==> config.mk <==
export PLATFORM = sky130hd
export DESIGN_NAME = dpps_top
export DESIGN_NICKNAME = d
export VERILOG_FILES = /design/src/inc/dpps_pkg.sv /design/src/hdl/dpps_top.sv
export VERILOG_INCLUDE_DIRS = /design/src /design/src/inc
export SDC_FILE = /design/constraint.sdc
export NUM_CORES = 1
export LEC_CHECK = 0
export BUFFER_PORTS_ARGS = -buffer_cell sky130_fd_sc_hd__buf_4
export CORE_ASPECT_RATIO = 1.75
export CORE_MARGIN = 2
export CORE_UTILIZATION = 52
export CTS_CLUSTER_DIAMETER = 60
export DETAILED_ROUTE_END_ITERATION = 10
export GPL_TIMING_DRIVEN = 0
export MAX_ROUTING_LAYER = met4
export PLACE_DENSITY = 0.71
export SLEW_MARGIN = 10
export SYNTH_ARGS = -nofsm -noshare
export SYNTH_HDL_FRONTEND = slang
export SYNTH_SLANG_ARGS = --single-unit
==> constraint.sdc <==
create_clock -name CLK_SYS -period 10.45 [get_ports CLK_SYS]
set_input_delay 2.09 -clock CLK_SYS [delete_from_list [all_inputs] [get_ports CLK_SYS]]
set_output_delay 2.09 -clock CLK_SYS [all_outputs]
set_load 0.01 [all_outputs]
==> src/inc/dpps_params.svh <==
`ifndef DPPS_PARAMS_SVH
`define DPPS_PARAMS_SVH
// ********************************************************************
// Register offsets (word addresses on the plain register port)
// ********************************************************************
`define DPPS_A_CTRL 4'h0
`define DPPS_A_STALL 4'h1
`define DPPS_A_OT 4'h2
`define DPPS_A_PUMP 4'h3
`define DPPS_A_DWELL 4'h4
`define DPPS_A_FREQ 4'h5
`define DPPS_A_STAT 4'h6
`define DPPS_A_IRQ 4'h7
`define DPPS_A_MASK 4'h8
// ********************************************************************
// Reset values
// ********************************************************************
`define DPPS_RST_OV_EN 1'h1
`define DPPS_RST_ACC_LVL 8'h96
`define DPPS_RST_CONST_LVL 8'h00
`define DPPS_RST_CONST_DEC 8'h32
`define DPPS_RST_OT_MODE 2'h0
`define DPPS_RST_OT_LVL 8'h00
`define DPPS_RST_OT_TIME 8'h0A
`define DPPS_RST_PUMPS 2'h0
`define DPPS_RST_ROT_MIN 14'h003C
`define DPPS_RST_ILOCK 8'h01
`define DPPS_RST_HI_DWELL 8'h3C
`define DPPS_RST_LO_DWELL 8'h3C
// ********************************************************************
// Timebase: 0.1 s tick at 200 MHz
// ********************************************************************
`define DPPS_CLK_HZ 200000000
`define DPPS_TICK_S_X10 1
`define DPPS_TICK_CYC (`DPPS_CLK_HZ / 10 * `DPPS_TICK_S_X10)
`define DPPS_TICKS_PER_S 8'd10
`define DPPS_TICKS_PER_MIN 10'd600
// Interrupt bit positions
`define DPPS_IRQ_ALARM 0
`define DPPS_IRQ_TRIP 1
`define DPPS_IRQ_ROT 2
`define DPPS_IRQ_STAGE 3
`endif

==> src/inc/dpps_pkg.sv <==
package dpps_pkg;
  // Measured drive inputs
  typedef struct packed {
    logic [7:0] current_pct;
    logic dc_over;
    logic accel;
    logic decel;
    logic at_speed;
    logic running;
    logic [15:0] freq;
  } dpps_meas_t;
  // Ramp requests to the frequency generator
  typedef struct packed {
    logic hold;
    logic lower;
    logic [7:0] lower_rate;
  } dpps_ramp_t;
  typedef enum logic [1:0] {DPPS_P_IDLE, DPPS_P_ON, DPPS_P_GAP} dpps_pump_st_t;
endpackage : dpps_pkg

==> src/hdl/dpps_top.sv <==
`timescale 1ns/1ps
`include "dpps_params.svh"
// Behaviour
// - Over-voltage stall setting 0 disables, 1 enables the function.
// - Decelerating with high DC bus, hold frequency; resume when it falls.
// - Ramp-up current above accel stall level freezes acceleration.
// - Accel stall level zero disables ramp-up stall prevention.
// - Constant speed overcurrent lowers frequency, then returns to set frequency.
// - Constant-speed stall level zero disables that prevention.
// - Frequency lowering rate follows the constant-stall decel time setting.
// - Over-torque modes 0,1 armed after reaching frequency; 1 stops.
// - Over-torque modes 2,3 armed whole run; 3 stops.
// - Over-torque level 0-200%, zero disables detection.
// - Over-torque timing; alarm past half the detect time.
// - Past full detect time, trip: fault and output cut.
// - Auxiliary pump count 0 to 2, each on its own contact.
// - Two pumps, one on duty: rotate duty after rotation time.
// - Interlock delay at changeover, never both contacts on.
// - High-speed dwell reached brings auxiliary pumps in.
// - Low-speed dwell reached stops auxiliary pumps.
module dpps_top #(
  parameter int TICK_CYC = `DPPS_TICK_CYC
) (
  input wire logic CLK_SYS,
  input wire logic SYS_RST,
  input wire dpps_pkg::dpps_meas_t MEAS,
  input wire logic [3:0] REG_ADDR,
  input wire logic [31:0] REG_WDATA,
  input wire logic REG_WR,
  input wire logic REG_RD,
  output logic [31:0] REG_RDATA,
  output dpps_pkg::dpps_ramp_t RAMP,
  output logic OT_ALARM,
  output logic OT_TRIP,
  output logic [1:0] PUMP_CONTACT,
  output logic IRQ
);
  import dpps_pkg::*;

  // ******************************************************************
  // Settings registers
  // ******************************************************************
  logic ov_stall_enable;
  logic [7:0] accel_stall_level;
  logic [7:0] const_stall_level;
  logic [7:0] const_stall_decel_time;
  logic [1:0] overtorque_mode;
  logic [7:0] overtorque_level;
  logic [7:0] overtorque_time;
  logic [1:0] aux_pump_count;
  logic [13:0] aux_pump_rotation_time;
  logic [7:0] interlock_time;
  logic [7:0] high_speed_dwell_time;
  logic [7:0] low_speed_dwell_time;
  logic [15:0] high_speed_frequency;
  logic [15:0] low_speed_frequency;
  logic [3:0] irq_stat;
  logic [3:0] irq_mask;
  logic [3:0] irq_event;

  // Software writes; reset loads the default settings
  always_ff @(posedge CLK_SYS) begin
    if (SYS_RST) begin
      ov_stall_enable <= `DPPS_RST_OV_EN;
      accel_stall_level <= `DPPS_RST_ACC_LVL;
      const_stall_level <= `DPPS_RST_CONST_LVL;
      const_stall_decel_time <= `DPPS_RST_CONST_DEC;
      overtorque_mode <= `DPPS_RST_OT_MODE;
      overtorque_level <= `DPPS_RST_OT_LVL;
      overtorque_time <= `DPPS_RST_OT_TIME;
      aux_pump_count <= `DPPS_RST_PUMPS;
      aux_pump_rotation_time <= `DPPS_RST_ROT_MIN;
      interlock_time <= `DPPS_RST_ILOCK;
      high_speed_dwell_time <= `DPPS_RST_HI_DWELL;
      low_speed_dwell_time <= `DPPS_RST_LO_DWELL;
      high_speed_frequency <= 16'h0000;
      low_speed_frequency <= 16'h0000;
      irq_mask <= 4'h0;
    end else if (REG_WR) begin
      case (REG_ADDR)
        `DPPS_A_CTRL: begin
          ov_stall_enable <= REG_WDATA[0];
          overtorque_mode <= REG_WDATA[5:4];
          aux_pump_count <= (REG_WDATA[9:8] > 2'h2) ? 2'h2 : REG_WDATA[9:8];
        end
        `DPPS_A_STALL: begin
          accel_stall_level <= clamp200(REG_WDATA[7:0]);
          const_stall_level <= clamp200(REG_WDATA[15:8]);
          const_stall_decel_time <= REG_WDATA[23:16];
        end
        `DPPS_A_OT: begin
          overtorque_level <= clamp200(REG_WDATA[7:0]);
          overtorque_time <= (REG_WDATA[15:8] == 8'h00) ? 8'h01 :
                             (REG_WDATA[15:8] > 8'hC8) ? 8'hC8 : REG_WDATA[15:8];
        end
        `DPPS_A_PUMP: begin
          aux_pump_rotation_time <= (REG_WDATA[13:0] == 14'h0000) ? 14'h0001 :
                                    (REG_WDATA[13:0] > 14'h2328) ? 14'h2328 :
                                    REG_WDATA[13:0];
          interlock_time <= REG_WDATA[23:16];
        end
        `DPPS_A_DWELL: begin
          high_speed_dwell_time <= (REG_WDATA[7:0] == 8'h00) ? 8'h01 : REG_WDATA[7:0];
          low_speed_dwell_time <= (REG_WDATA[15:8] == 8'h00) ? 8'h01 :
                                  (REG_WDATA[15:8] > 8'hFA) ? 8'hFA : REG_WDATA[15:8];
        end
        `DPPS_A_FREQ: begin
          high_speed_frequency <= REG_WDATA[15:0];
          low_speed_frequency <= REG_WDATA[31:16];
        end
        `DPPS_A_MASK: irq_mask <= REG_WDATA[3:0];
        default: ;
      endcase
    end
  end

  // Percent settings top out at 200
  function automatic logic [7:0] clamp200(input logic [7:0] v);
    clamp200 = (v > 8'hC8) ? 8'hC8 : v;
  endfunction : clamp200

  // Dwell reached in whole seconds, shared by both staging timers
  function automatic logic reached_s(input logic [15:0] ticks, input logic [7:0] secs);
    reached_s = ticks >= (16'(secs) * 16'(`DPPS_TICKS_PER_S));
  endfunction : reached_s

  // ******************************************************************
  // 0.1 s timebase
  // ******************************************************************
  logic [31:0] tick_cnt;
  logic tick;
  always_ff @(posedge CLK_SYS) begin
    if (SYS_RST) begin
      tick_cnt <= 32'h0;
    end else if (tick) begin
      tick_cnt <= 32'h0;
    end else begin
      tick_cnt <= tick_cnt + 32'h1;
    end
  end
  assign tick = (tick_cnt == 32'(TICK_CYC - 1));

  // ******************************************************************
  // Stall prevention
  // ******************************************************************
  logic ov_hold, acc_hold, const_low;
  assign ov_hold = ov_stall_enable && MEAS.decel && MEAS.dc_over;
  assign acc_hold = (accel_stall_level != 8'h00) && MEAS.accel &&
                    (MEAS.current_pct > accel_stall_level);
  assign const_low = (const_stall_level != 8'h00) && MEAS.at_speed &&
                     (MEAS.current_pct > const_stall_level);

  // Registered requests; frequency generator returns to set point once lower drops
  always_ff @(posedge CLK_SYS) begin
    if (SYS_RST) begin
      RAMP <= '0;
    end else begin
      RAMP.hold <= ov_hold || acc_hold;
      RAMP.lower <= const_low;
      RAMP.lower_rate <= const_stall_decel_time;
    end
  end

  // ******************************************************************
  // Over-torque detection
  // ******************************************************************
  logic ot_armed, ot_over;
  logic [8:0] ot_ticks;
  assign ot_armed = MEAS.running &&
                    (overtorque_mode[1] || MEAS.at_speed);
  assign ot_over = ot_armed && (overtorque_level != 8'h00) &&
                   (MEAS.current_pct > overtorque_level);

  // Timer counts 0.1 s ticks while over level; trip is sticky until reset
  always_ff @(posedge CLK_SYS) begin
    if (SYS_RST) begin
      ot_ticks <= 9'h0;
      OT_ALARM <= 1'b0;
      OT_TRIP <= 1'b0;
    end else if (!ot_over) begin
      ot_ticks <= 9'h0;
      OT_ALARM <= 1'b0;
    end else begin
      if (tick && ot_ticks != 9'h1FF) begin
        ot_ticks <= ot_ticks + 9'h1;
      end
      OT_ALARM <= (10'(ot_ticks) * 10'h2) > 10'(overtorque_time);
      if (ot_ticks > 9'(overtorque_time) && overtorque_mode[0]) begin
        OT_TRIP <= 1'b1;
      end
    end
  end

  // ******************************************************************
  // Auxiliary pump staging and rotation
  // ******************************************************************
  logic [15:0] hi_ticks, lo_ticks;
  logic [9:0] min_ticks;
  logic [13:0] duty_min;
  logic [7:0] gap_ticks;
  logic duty_sel, next_sel, staged;
  dpps_pump_st_t pump_st;
  logic at_hi, at_lo, rotate;
  assign at_hi = MEAS.running && (MEAS.freq >= high_speed_frequency);
  assign at_lo = MEAS.running && (MEAS.freq <= low_speed_frequency);

  // Dwell timers restart whenever the master leaves the band
  always_ff @(posedge CLK_SYS) begin
    if (SYS_RST || !at_hi || staged) begin
      hi_ticks <= 16'h0;
    end else if (tick && !reached_s(hi_ticks, high_speed_dwell_time)) begin
      hi_ticks <= hi_ticks + 16'h1;
    end
  end
  always_ff @(posedge CLK_SYS) begin
    if (SYS_RST || !at_lo || !staged) begin
      lo_ticks <= 16'h0;
    end else if (tick && !reached_s(lo_ticks, low_speed_dwell_time)) begin
      lo_ticks <= lo_ticks + 16'h1;
    end
  end

  // Staging decision: only the duty pump runs, with one pump or two
  always_ff @(posedge CLK_SYS) begin
    if (SYS_RST || aux_pump_count == 2'h0 || OT_TRIP) begin
      staged <= 1'b0;
    end else if (!staged && at_hi && reached_s(hi_ticks, high_speed_dwell_time)) begin
      staged <= 1'b1;
    end else if (staged && at_lo && reached_s(lo_ticks, low_speed_dwell_time)) begin
      staged <= 1'b0;
    end
  end

  assign rotate = (pump_st == DPPS_P_ON) && (aux_pump_count == 2'h2) &&
                  (duty_min >= aux_pump_rotation_time);

  // Duty runtime in minutes
  always_ff @(posedge CLK_SYS) begin
    if (SYS_RST || pump_st != DPPS_P_ON) begin
      min_ticks <= 10'h0;
      duty_min <= 14'h0;
    end else if (tick) begin
      if (min_ticks == `DPPS_TICKS_PER_MIN - 10'h1) begin
        min_ticks <= 10'h0;
        duty_min <= duty_min + 14'h1;
      end else begin
        min_ticks <= min_ticks + 10'h1;
      end
    end
  end

  // Duty pump state; gap keeps both contacts open during the handover
  always_ff @(posedge CLK_SYS) begin
    if (SYS_RST) begin
      pump_st <= DPPS_P_IDLE;
      duty_sel <= 1'b0;
      next_sel <= 1'b0;
      gap_ticks <= 8'h0;
    end else begin
      case (pump_st)
        DPPS_P_IDLE: begin
          if (staged) pump_st <= DPPS_P_ON;
        end
        DPPS_P_ON: begin
          if (!staged) begin
            pump_st <= DPPS_P_IDLE;
          end else if (rotate) begin
            next_sel <= ~duty_sel;
            gap_ticks <= 8'h0;
            pump_st <= DPPS_P_GAP;
          end
        end
        DPPS_P_GAP: begin
          if (!staged) begin
            pump_st <= DPPS_P_IDLE;
          end else if (gap_ticks >= interlock_time) begin
            duty_sel <= next_sel;
            pump_st <= DPPS_P_ON;
          end else if (tick) begin
            gap_ticks <= gap_ticks + 8'h1;
          end
        end
        default: pump_st <= DPPS_P_IDLE;
      endcase
    end
  end

  // Contacts: one per pump, never both during a changeover
  always_ff @(posedge CLK_SYS) begin
    if (SYS_RST || pump_st != DPPS_P_ON || aux_pump_count == 2'h0) begin
      PUMP_CONTACT <= 2'b00;
    end else if (aux_pump_count == 2'h1) begin
      PUMP_CONTACT <= 2'b01;
    end else begin
      PUMP_CONTACT <= duty_sel ? 2'b10 : 2'b01;
    end
  end

  // ******************************************************************
  // Interrupts and read port
  // ******************************************************************
  logic alarm_q, trip_q;
  always_ff @(posedge CLK_SYS) begin
    if (SYS_RST) begin
      alarm_q <= 1'b0;
      trip_q <= 1'b0;
    end else begin
      alarm_q <= OT_ALARM;
      trip_q <= OT_TRIP;
    end
  end
  assign irq_event = {(pump_st == DPPS_P_IDLE) && staged, rotate,
                      OT_TRIP && !trip_q, OT_ALARM && !alarm_q};

  // Set beats write-one-to-clear in the same cycle
  always_ff @(posedge CLK_SYS) begin
    if (SYS_RST) begin
      irq_stat <= 4'h0;
    end else begin
      irq_stat <= (irq_stat & ~((REG_WR && REG_ADDR == `DPPS_A_IRQ) ? REG_WDATA[3:0] : 4'h0))
                  | irq_event;
    end
  end
  assign IRQ = |(irq_stat & irq_mask);

  // Read data valid only in the cycle after the strobe
  always_ff @(posedge CLK_SYS) begin
    if (SYS_RST || !REG_RD) begin
      REG_RDATA <= 32'h0;
    end else begin
      case (REG_ADDR)
        `DPPS_A_CTRL: REG_RDATA <= {22'h0, aux_pump_count, 2'h0, overtorque_mode,
                                    3'h0, ov_stall_enable};
        `DPPS_A_STALL: REG_RDATA <= {8'h0, const_stall_decel_time, const_stall_level,
                                     accel_stall_level};
        `DPPS_A_OT: REG_RDATA <= {16'h0, overtorque_time, overtorque_level};
        `DPPS_A_PUMP: REG_RDATA <= {8'h0, interlock_time, 2'h0, aux_pump_rotation_time};
        `DPPS_A_DWELL: REG_RDATA <= {16'h0, low_speed_dwell_time, high_speed_dwell_time};
        `DPPS_A_FREQ: REG_RDATA <= {low_speed_frequency, high_speed_frequency};
        `DPPS_A_STAT: REG_RDATA <= {18'h0, duty_min[5:0], PUMP_CONTACT, staged,
                                    RAMP.lower, RAMP.hold, OT_TRIP, OT_ALARM, duty_sel};
        `DPPS_A_IRQ: REG_RDATA <= {28'h0, irq_stat};
        `DPPS_A_MASK: REG_RDATA <= {28'h0, irq_mask};
        default: REG_RDATA <= 32'h0;
      endcase
    end
  end
endmodule : dpps_top

# Word level (Yosys, flattened, before mapping)

Cells that the tools add are included.

Add/sub/neg operators: 7
Multiply operators: 2
Order comparisons: 16
Equality and inequality tests: 24
Mux-type cells: 28
Bitwise logic cells: 6
Reduce and logical (&&, ||, !) cells: 72

Operators with widths:

| cell                    | number |
|---|---|
| $pmux W32 S9            | 1 |
| $mux W8                 | 11 |
| $add A16 B1 Y16 const B | 2 |
| $add A32 B1 Y32 const B | 1 |
| $eq A32 B25 Y1 const B  | 1 |
| $ge A16 B12 Y1          | 2 |
| $mux W14                | 2 |
| $logic_and A1 B1 Y1     | 25 |
| $gt A8 B8 Y1            | 3 |
| $gt A8 B8 Y1 const B    | 3 |
| $reduce_bool A8 Y1      | 3 |
| $mul A8 B3 Y11 const B  | 2 |
| $reduce_and A2 Y1       | 9 |
| $eq A4 B3 Y1 const B    | 4 |
| $ge A16 B16 Y1          | 1 |
| $le A16 B16 Y1          | 1 |
| $logic_not A8 Y1        | 2 |
| $pmux W8 S2             | 1 |
| $add A14 B1 Y14 const B | 1 |
| $ge A14 B14 Y1          | 1 |
| $gt A14 B14 Y1 const B  | 1 |
| $logic_not A14 Y1       | 1 |
| $mux W2                 | 7 |
| $ne A2 B2 Y1 const B    | 6 |
| other kinds (33)        | 64 |

Register bits after elaboration: 281
Bits of input ports: 69
Output and inout port bits: 47
Word-level logic and storage cells: 192

# Longest topological paths before layout

Word-level depth: 6
Mapped depth: 17
Depth with buffers taken out: 16

# Worst setup path after synthesis

OpenSTA, ideal clock, no wires.

Path type: in2reg
Start point: input port MEAS[14] (netlist name)
End point: register lo_ticks[0]
Setup time: 0.059 ns
Arrival time: 4.013 ns
Data required time: 10.391 ns
Slack: 6.377 ns
Stages: 8
Buffers on the path: 1
Cells stage by stage: ha_1 > nand4_1 > nor4_1 > nor3_1 > o31a_1 > nor4b_1 > clkbuf_1 > and2_1

Longest elaborated chain between the ends: 5

RTL lines:

| item                             | RTL line        | source |
|---|---|---|
| start, declared                  | dpps_top.sv:26  | `input wire dpps_pkg::dpps_meas_t MEAS,` |
| $le A16 B16 Y1                   | dpps_top.sv:205 | `assign at_lo = MEAS.running && (MEAS.freq <= low_speed_frequency);` |
| $logic_and A1 B1 Y1              | dpps_top.sv:205 |  |
| $logic_not A1 Y1                 | dpps_top.sv:216 | `if (SYS_RST \|\| !at_lo \|\| !staged) begin` |
| $logic_or A1 B1 Y1 (2 in series) | dpps_top.sv:216 |  |
| end signal, assigned             | dpps_top.sv:219 | `lo_ticks <= lo_ticks + 16'h1;` |
| end, declared                    | dpps_top.sv:197 | `logic [15:0] hi_ticks, lo_ticks;` |

Every way passes these cells.
A chain may end at the register's enable or synchronous reset.

# Final worst setup path

Start point: input port SYS_RST
End point: register low_speed_frequency[15]

RTL lines:

| item                 | RTL line        | source |
|---|---|---|
| start, declared      | dpps_top.sv:25  | `input wire logic SYS_RST,` |
| end signal, assigned | dpps_top.sv:109 | `low_speed_frequency <= REG_WDATA[31:16];` |
| end, declared        | dpps_top.sv:56  | `logic [15:0] low_speed_frequency;` |

No word-level cell between the ends.

==> results.txt <==
----------------------------------------------------
[Placed design]
  Number of placed instances with taps included ... 2,295
  Port Buffer Count ... 107
  Final estimated routing congestion in global placement ... about 1.1
  Placement-stage cell area ... 0.0163 mm^2
  Post-detail-place hpwl ... 41.2 mm

[Power]
  Power share of the clock group ... between 40% and 50%
  P_int ... 1.80 mW
  Peak supply drop ... between 0.0001 and 0.00015 V
  Switch Pwr ... 0.580 mW
  Cell Pwr Density ... 138 mW/mm^2
  Fraction of power consumed by sequential logic ... between 40% and 50%
  Final Total Pwr ... 2.39 mW
  Switching share of power ... 24.3%
  Total leakage power ... 6.62 nW
  Combinational group share of total power ... 7.4%

[Cells and area]
  Post-route cell area ... 0.0173 mm^2
  Post-layout instance count excluding filler cells ... 2,346
  Synthesis-to-finish area growth ... 15.4%
  Total area of multi-input combinational cells ... 0.00860 mm^2
  Layout cells sized above 1 ... 9.05%
  Layout filler cell count ... 2,697
  Net count reported at finish ... 2,164
  Area taken by flip-flops and latches ... ~0.0056 mm^2

[Synth]
  Share of the yosys chip area belonging to registers ... around 38%
  Nets in the synthesized netlist ... 2,026
  Most frequent cell after synthesis ... dfxtp_1
  #FFs+latches synth ... roughly 280
  Most area-consuming cells after synthesis ... dfxtp_1, ha_1, nand2_1
  Syn Std Cell Area ... 0.0150 mm^2
  Post-Synthesis Mean Instance Area ... a little over 8 um^2
  Number of distinct library cell variants in the gate-level netlist after synthesis ... just over 70
  Number of warnings printed during yosys synthesis ... 0
  Library cell occupying the most area in the post-synthesis netlist ... dfxtp_1
  Mapped Cells ... 1,808
  Yosys top cell area share ... 37.6%
  Most frequent cells after synthesis ... dfxtp_1, nand2_1, nor2_1
  Share of flip-flops with an asynchronous set or reset after synthesis ... 0%
  EDFF count, synth ... 0
  Prevailing post-synth register cell ... dfxtp_1

[Critical path]
  CP Capture Type ... flip-flop
  Buffers plus inverters on the worst setup path ... 4
  CP startpoint kind ... input port
  Largest fanout on the critical path ... 10
  Worst EP arrival ... 4800 ps
  Crit. path cell count ... 5
  Delay contributed by the slowest stage of the critical path ... 680 ps
  Largest delay share family, worst path ... buffers and inverters
  Reg2reg path depth ... 17
  Class of the most critical setup path ... input port to flip-flop
  Worst path slowest cell ... clkbuf_1
  Critical path data required time ... 10,870 ps
  List of cells traversed by the critical path ... clkbuf_1 -> clkbuf_1 -> clkbuf_1 -> clkbuf_1 -> a21oi_1
  Critical path's most frequent cell ... clkbuf_1

[STA]
  Count of endpoints failing hold in the final timing report ... 0
  Time the final worst path needs with I/O delays and setup ... 4380 ps
  Slew at the pin with the worst max-slew slack ... 1180 ps
  Max-Slew Margin vs Limit ... 20.4%
  Max-slew violation count ... 0
  Setup Total Neg Slack ... 0 ps
  Number of setup violations in the final report ... 0
  Setup repair after global routing missed its margin ... no
  WHS ... 453 ps
  Clock Skews ... 14.4 ps
  Fmax ... 0.228 GHz
  Final cycle utilization of the critical path ... between 40% and 50%

[Floorplan]
  Width of the chip ... 132 um
  Standard-cell row count ... 82
  Placeable core region ... 0.0285 mm^2
  Floorplan die height ... 229 um
  Initial cell density of the core ... 52.5%
  # IOs ... 116
  Die Footprint ... ~0.030 mm^2

[Clock network]
  Num CTS Buffers ... 27
  Number of levels in the clock H-tree ... 1
  CTS tree ... yes
  Clock-pin slew reported for the worst setup and hold paths after clock tree synthesis ... 70 ps
  Setup bufs post-CTS ... 0
  Clock root buffer ... clkbuf_16
  Total number of clock tree sinks ... between 200 and 300
  Count of instances resized after the clock tree is built ... 0
  Count of hold-fix buffers inserted at cts ... 0
  Clock insertion delay at the later pin of the skew report ... about 570 ps
  Clock tree buffer depth ... 3

[Routing]
  Per-cell via count in the routed design ... 6.12
  DRT antenna net count ... 0
  Pre-Repair DR Iteration Count ... 10
  Average routed wire per standard cell ... roughly 22 um
  DR iter-0 viols ... ~1.1k
  Total detailed-routing wirelength ... 52.6 mm
  DRC errors left ... 0
  Detailed-route via count ... 14.4k

[Global route]
  Remaining global-route overflow ... 0
  Largest net degree at the start of global routing ... 16
  Initial antenna violation count ... 1
  Vias in the first global route ... 14.3k
  Total global-route track usage ... 35.3%
  Wire length of the first global-routing pass ... 80.0 mm

[Run]
  Max capacitance violation total ... 0

[Min path]
  Hold crit path type ... flip-flop to flip-flop
  Worst hold path depth ... 1

[Status]
  Outcome ... completed

----------------------------------------------------
==> cells in the final DEF, fill, tap and decap left out, types with 11 or more instances in the layout <==
cell type and n:
and2_1 11, clkbuf_1 74, a222oi_1 12, dfxtp_1 281, nand2b_1 14, a21oi_1 128, inv_1 120, a31oi_1 20
nand4_1 42, nor3_1 49, xor2_1 30, mux2i_1 18, o21ai_0 48, nand3_1 54, a22oi_1 33, clkbuf_16 27
a211oi_1 13, buf_4 109, xnor2_1 43, nand2_1 235, nor2_1 153, and3_1 33, nor4_1 31, ha_1 147
o21a_1 17, or3_1 20, nor2b_1 26
==> area by class of cell <==
class	instances	share of cell area, %
antenna	1	0.0145
timing repair buffer	109	4.72
buffer	81	1.80
clock inverter	21	1.70
sequential	281	32.6
clock buffer	29	4.07
tap	378	2.74
multi-input combinational	1325	49.8
inverter	121	2.63
==> through the flow <==
stage	util [%]	setup WS, ps
after floorplan	-	6380
after global placement	57.0	5540
after detailed placement	57.1	5530
after CTS	60.6	6110
after global routing	60.6	5780
final	60.6	6070
==> power by group through the flow <==
stage / clock network, mW / logic, mW / registers, mW
after global placement: 0 / 0.168 / 1.11
after detailed placement: 0 / 0.172 / 1.12
after floorplan: 0 / 0.0953 / 1.11
final: 1.12 / 0.176 / 1.09
after CTS: 1.12 / 0.173 / 1.09
after global routing: 1.16 / 0.192 / 1.09
==> registers in the layout (all words and copies together) (netlist names), 14 cells and up <==
signal                  cells
low_speed_frequency        16
duty_min                   14
tick_cnt                   32
lo_ticks                   16
high_speed_frequency       16
aux_pump_rotation_time     14
hi_ticks                   16
REG_RDATA                  32
==> layer usage <==
layer | wire, um | global-route usage [%]
met1 | 18000 | 35.4
met2 | 26900 | 62.9
met3 | 3210 | 4.15
met4 | 4540 | 25.1
met5 | 0 | -
==> path summary, 6_finish.rpt <==
path | startpoint | endpoint | slack [ps]
min reg2reg | tick_cnt[0]$_SDFF_PP0_ | tick_cnt[0]$_SDFF_PP0_ | 450
max | SYS_RST | low_speed_frequency[15]$_SDFFE_PP0P_ | 6070
min | tick_cnt[0]$_SDFF_PP0_ | tick_cnt[0]$_SDFF_PP0_ | 450
max reg2reg | low_speed_dwell_time[3]$_SDFFE_PP1P_ | lo_ticks[8]$_SDFFE_PP0P_ | 6340
==> cell families after synthesis <==
kind of cell	after synthesis	synth area share, %
buffers and inverters	202	5.11
xor gates and xnor gates	73	4.27
AOI/OAI and AO/OA	373	16.3
adders and majority gates	149	12.5
muxes	18	1.20
DFF	281	37.6
and+or+nand+nor	712	23.0
Power figures use the tool's default switching activity.
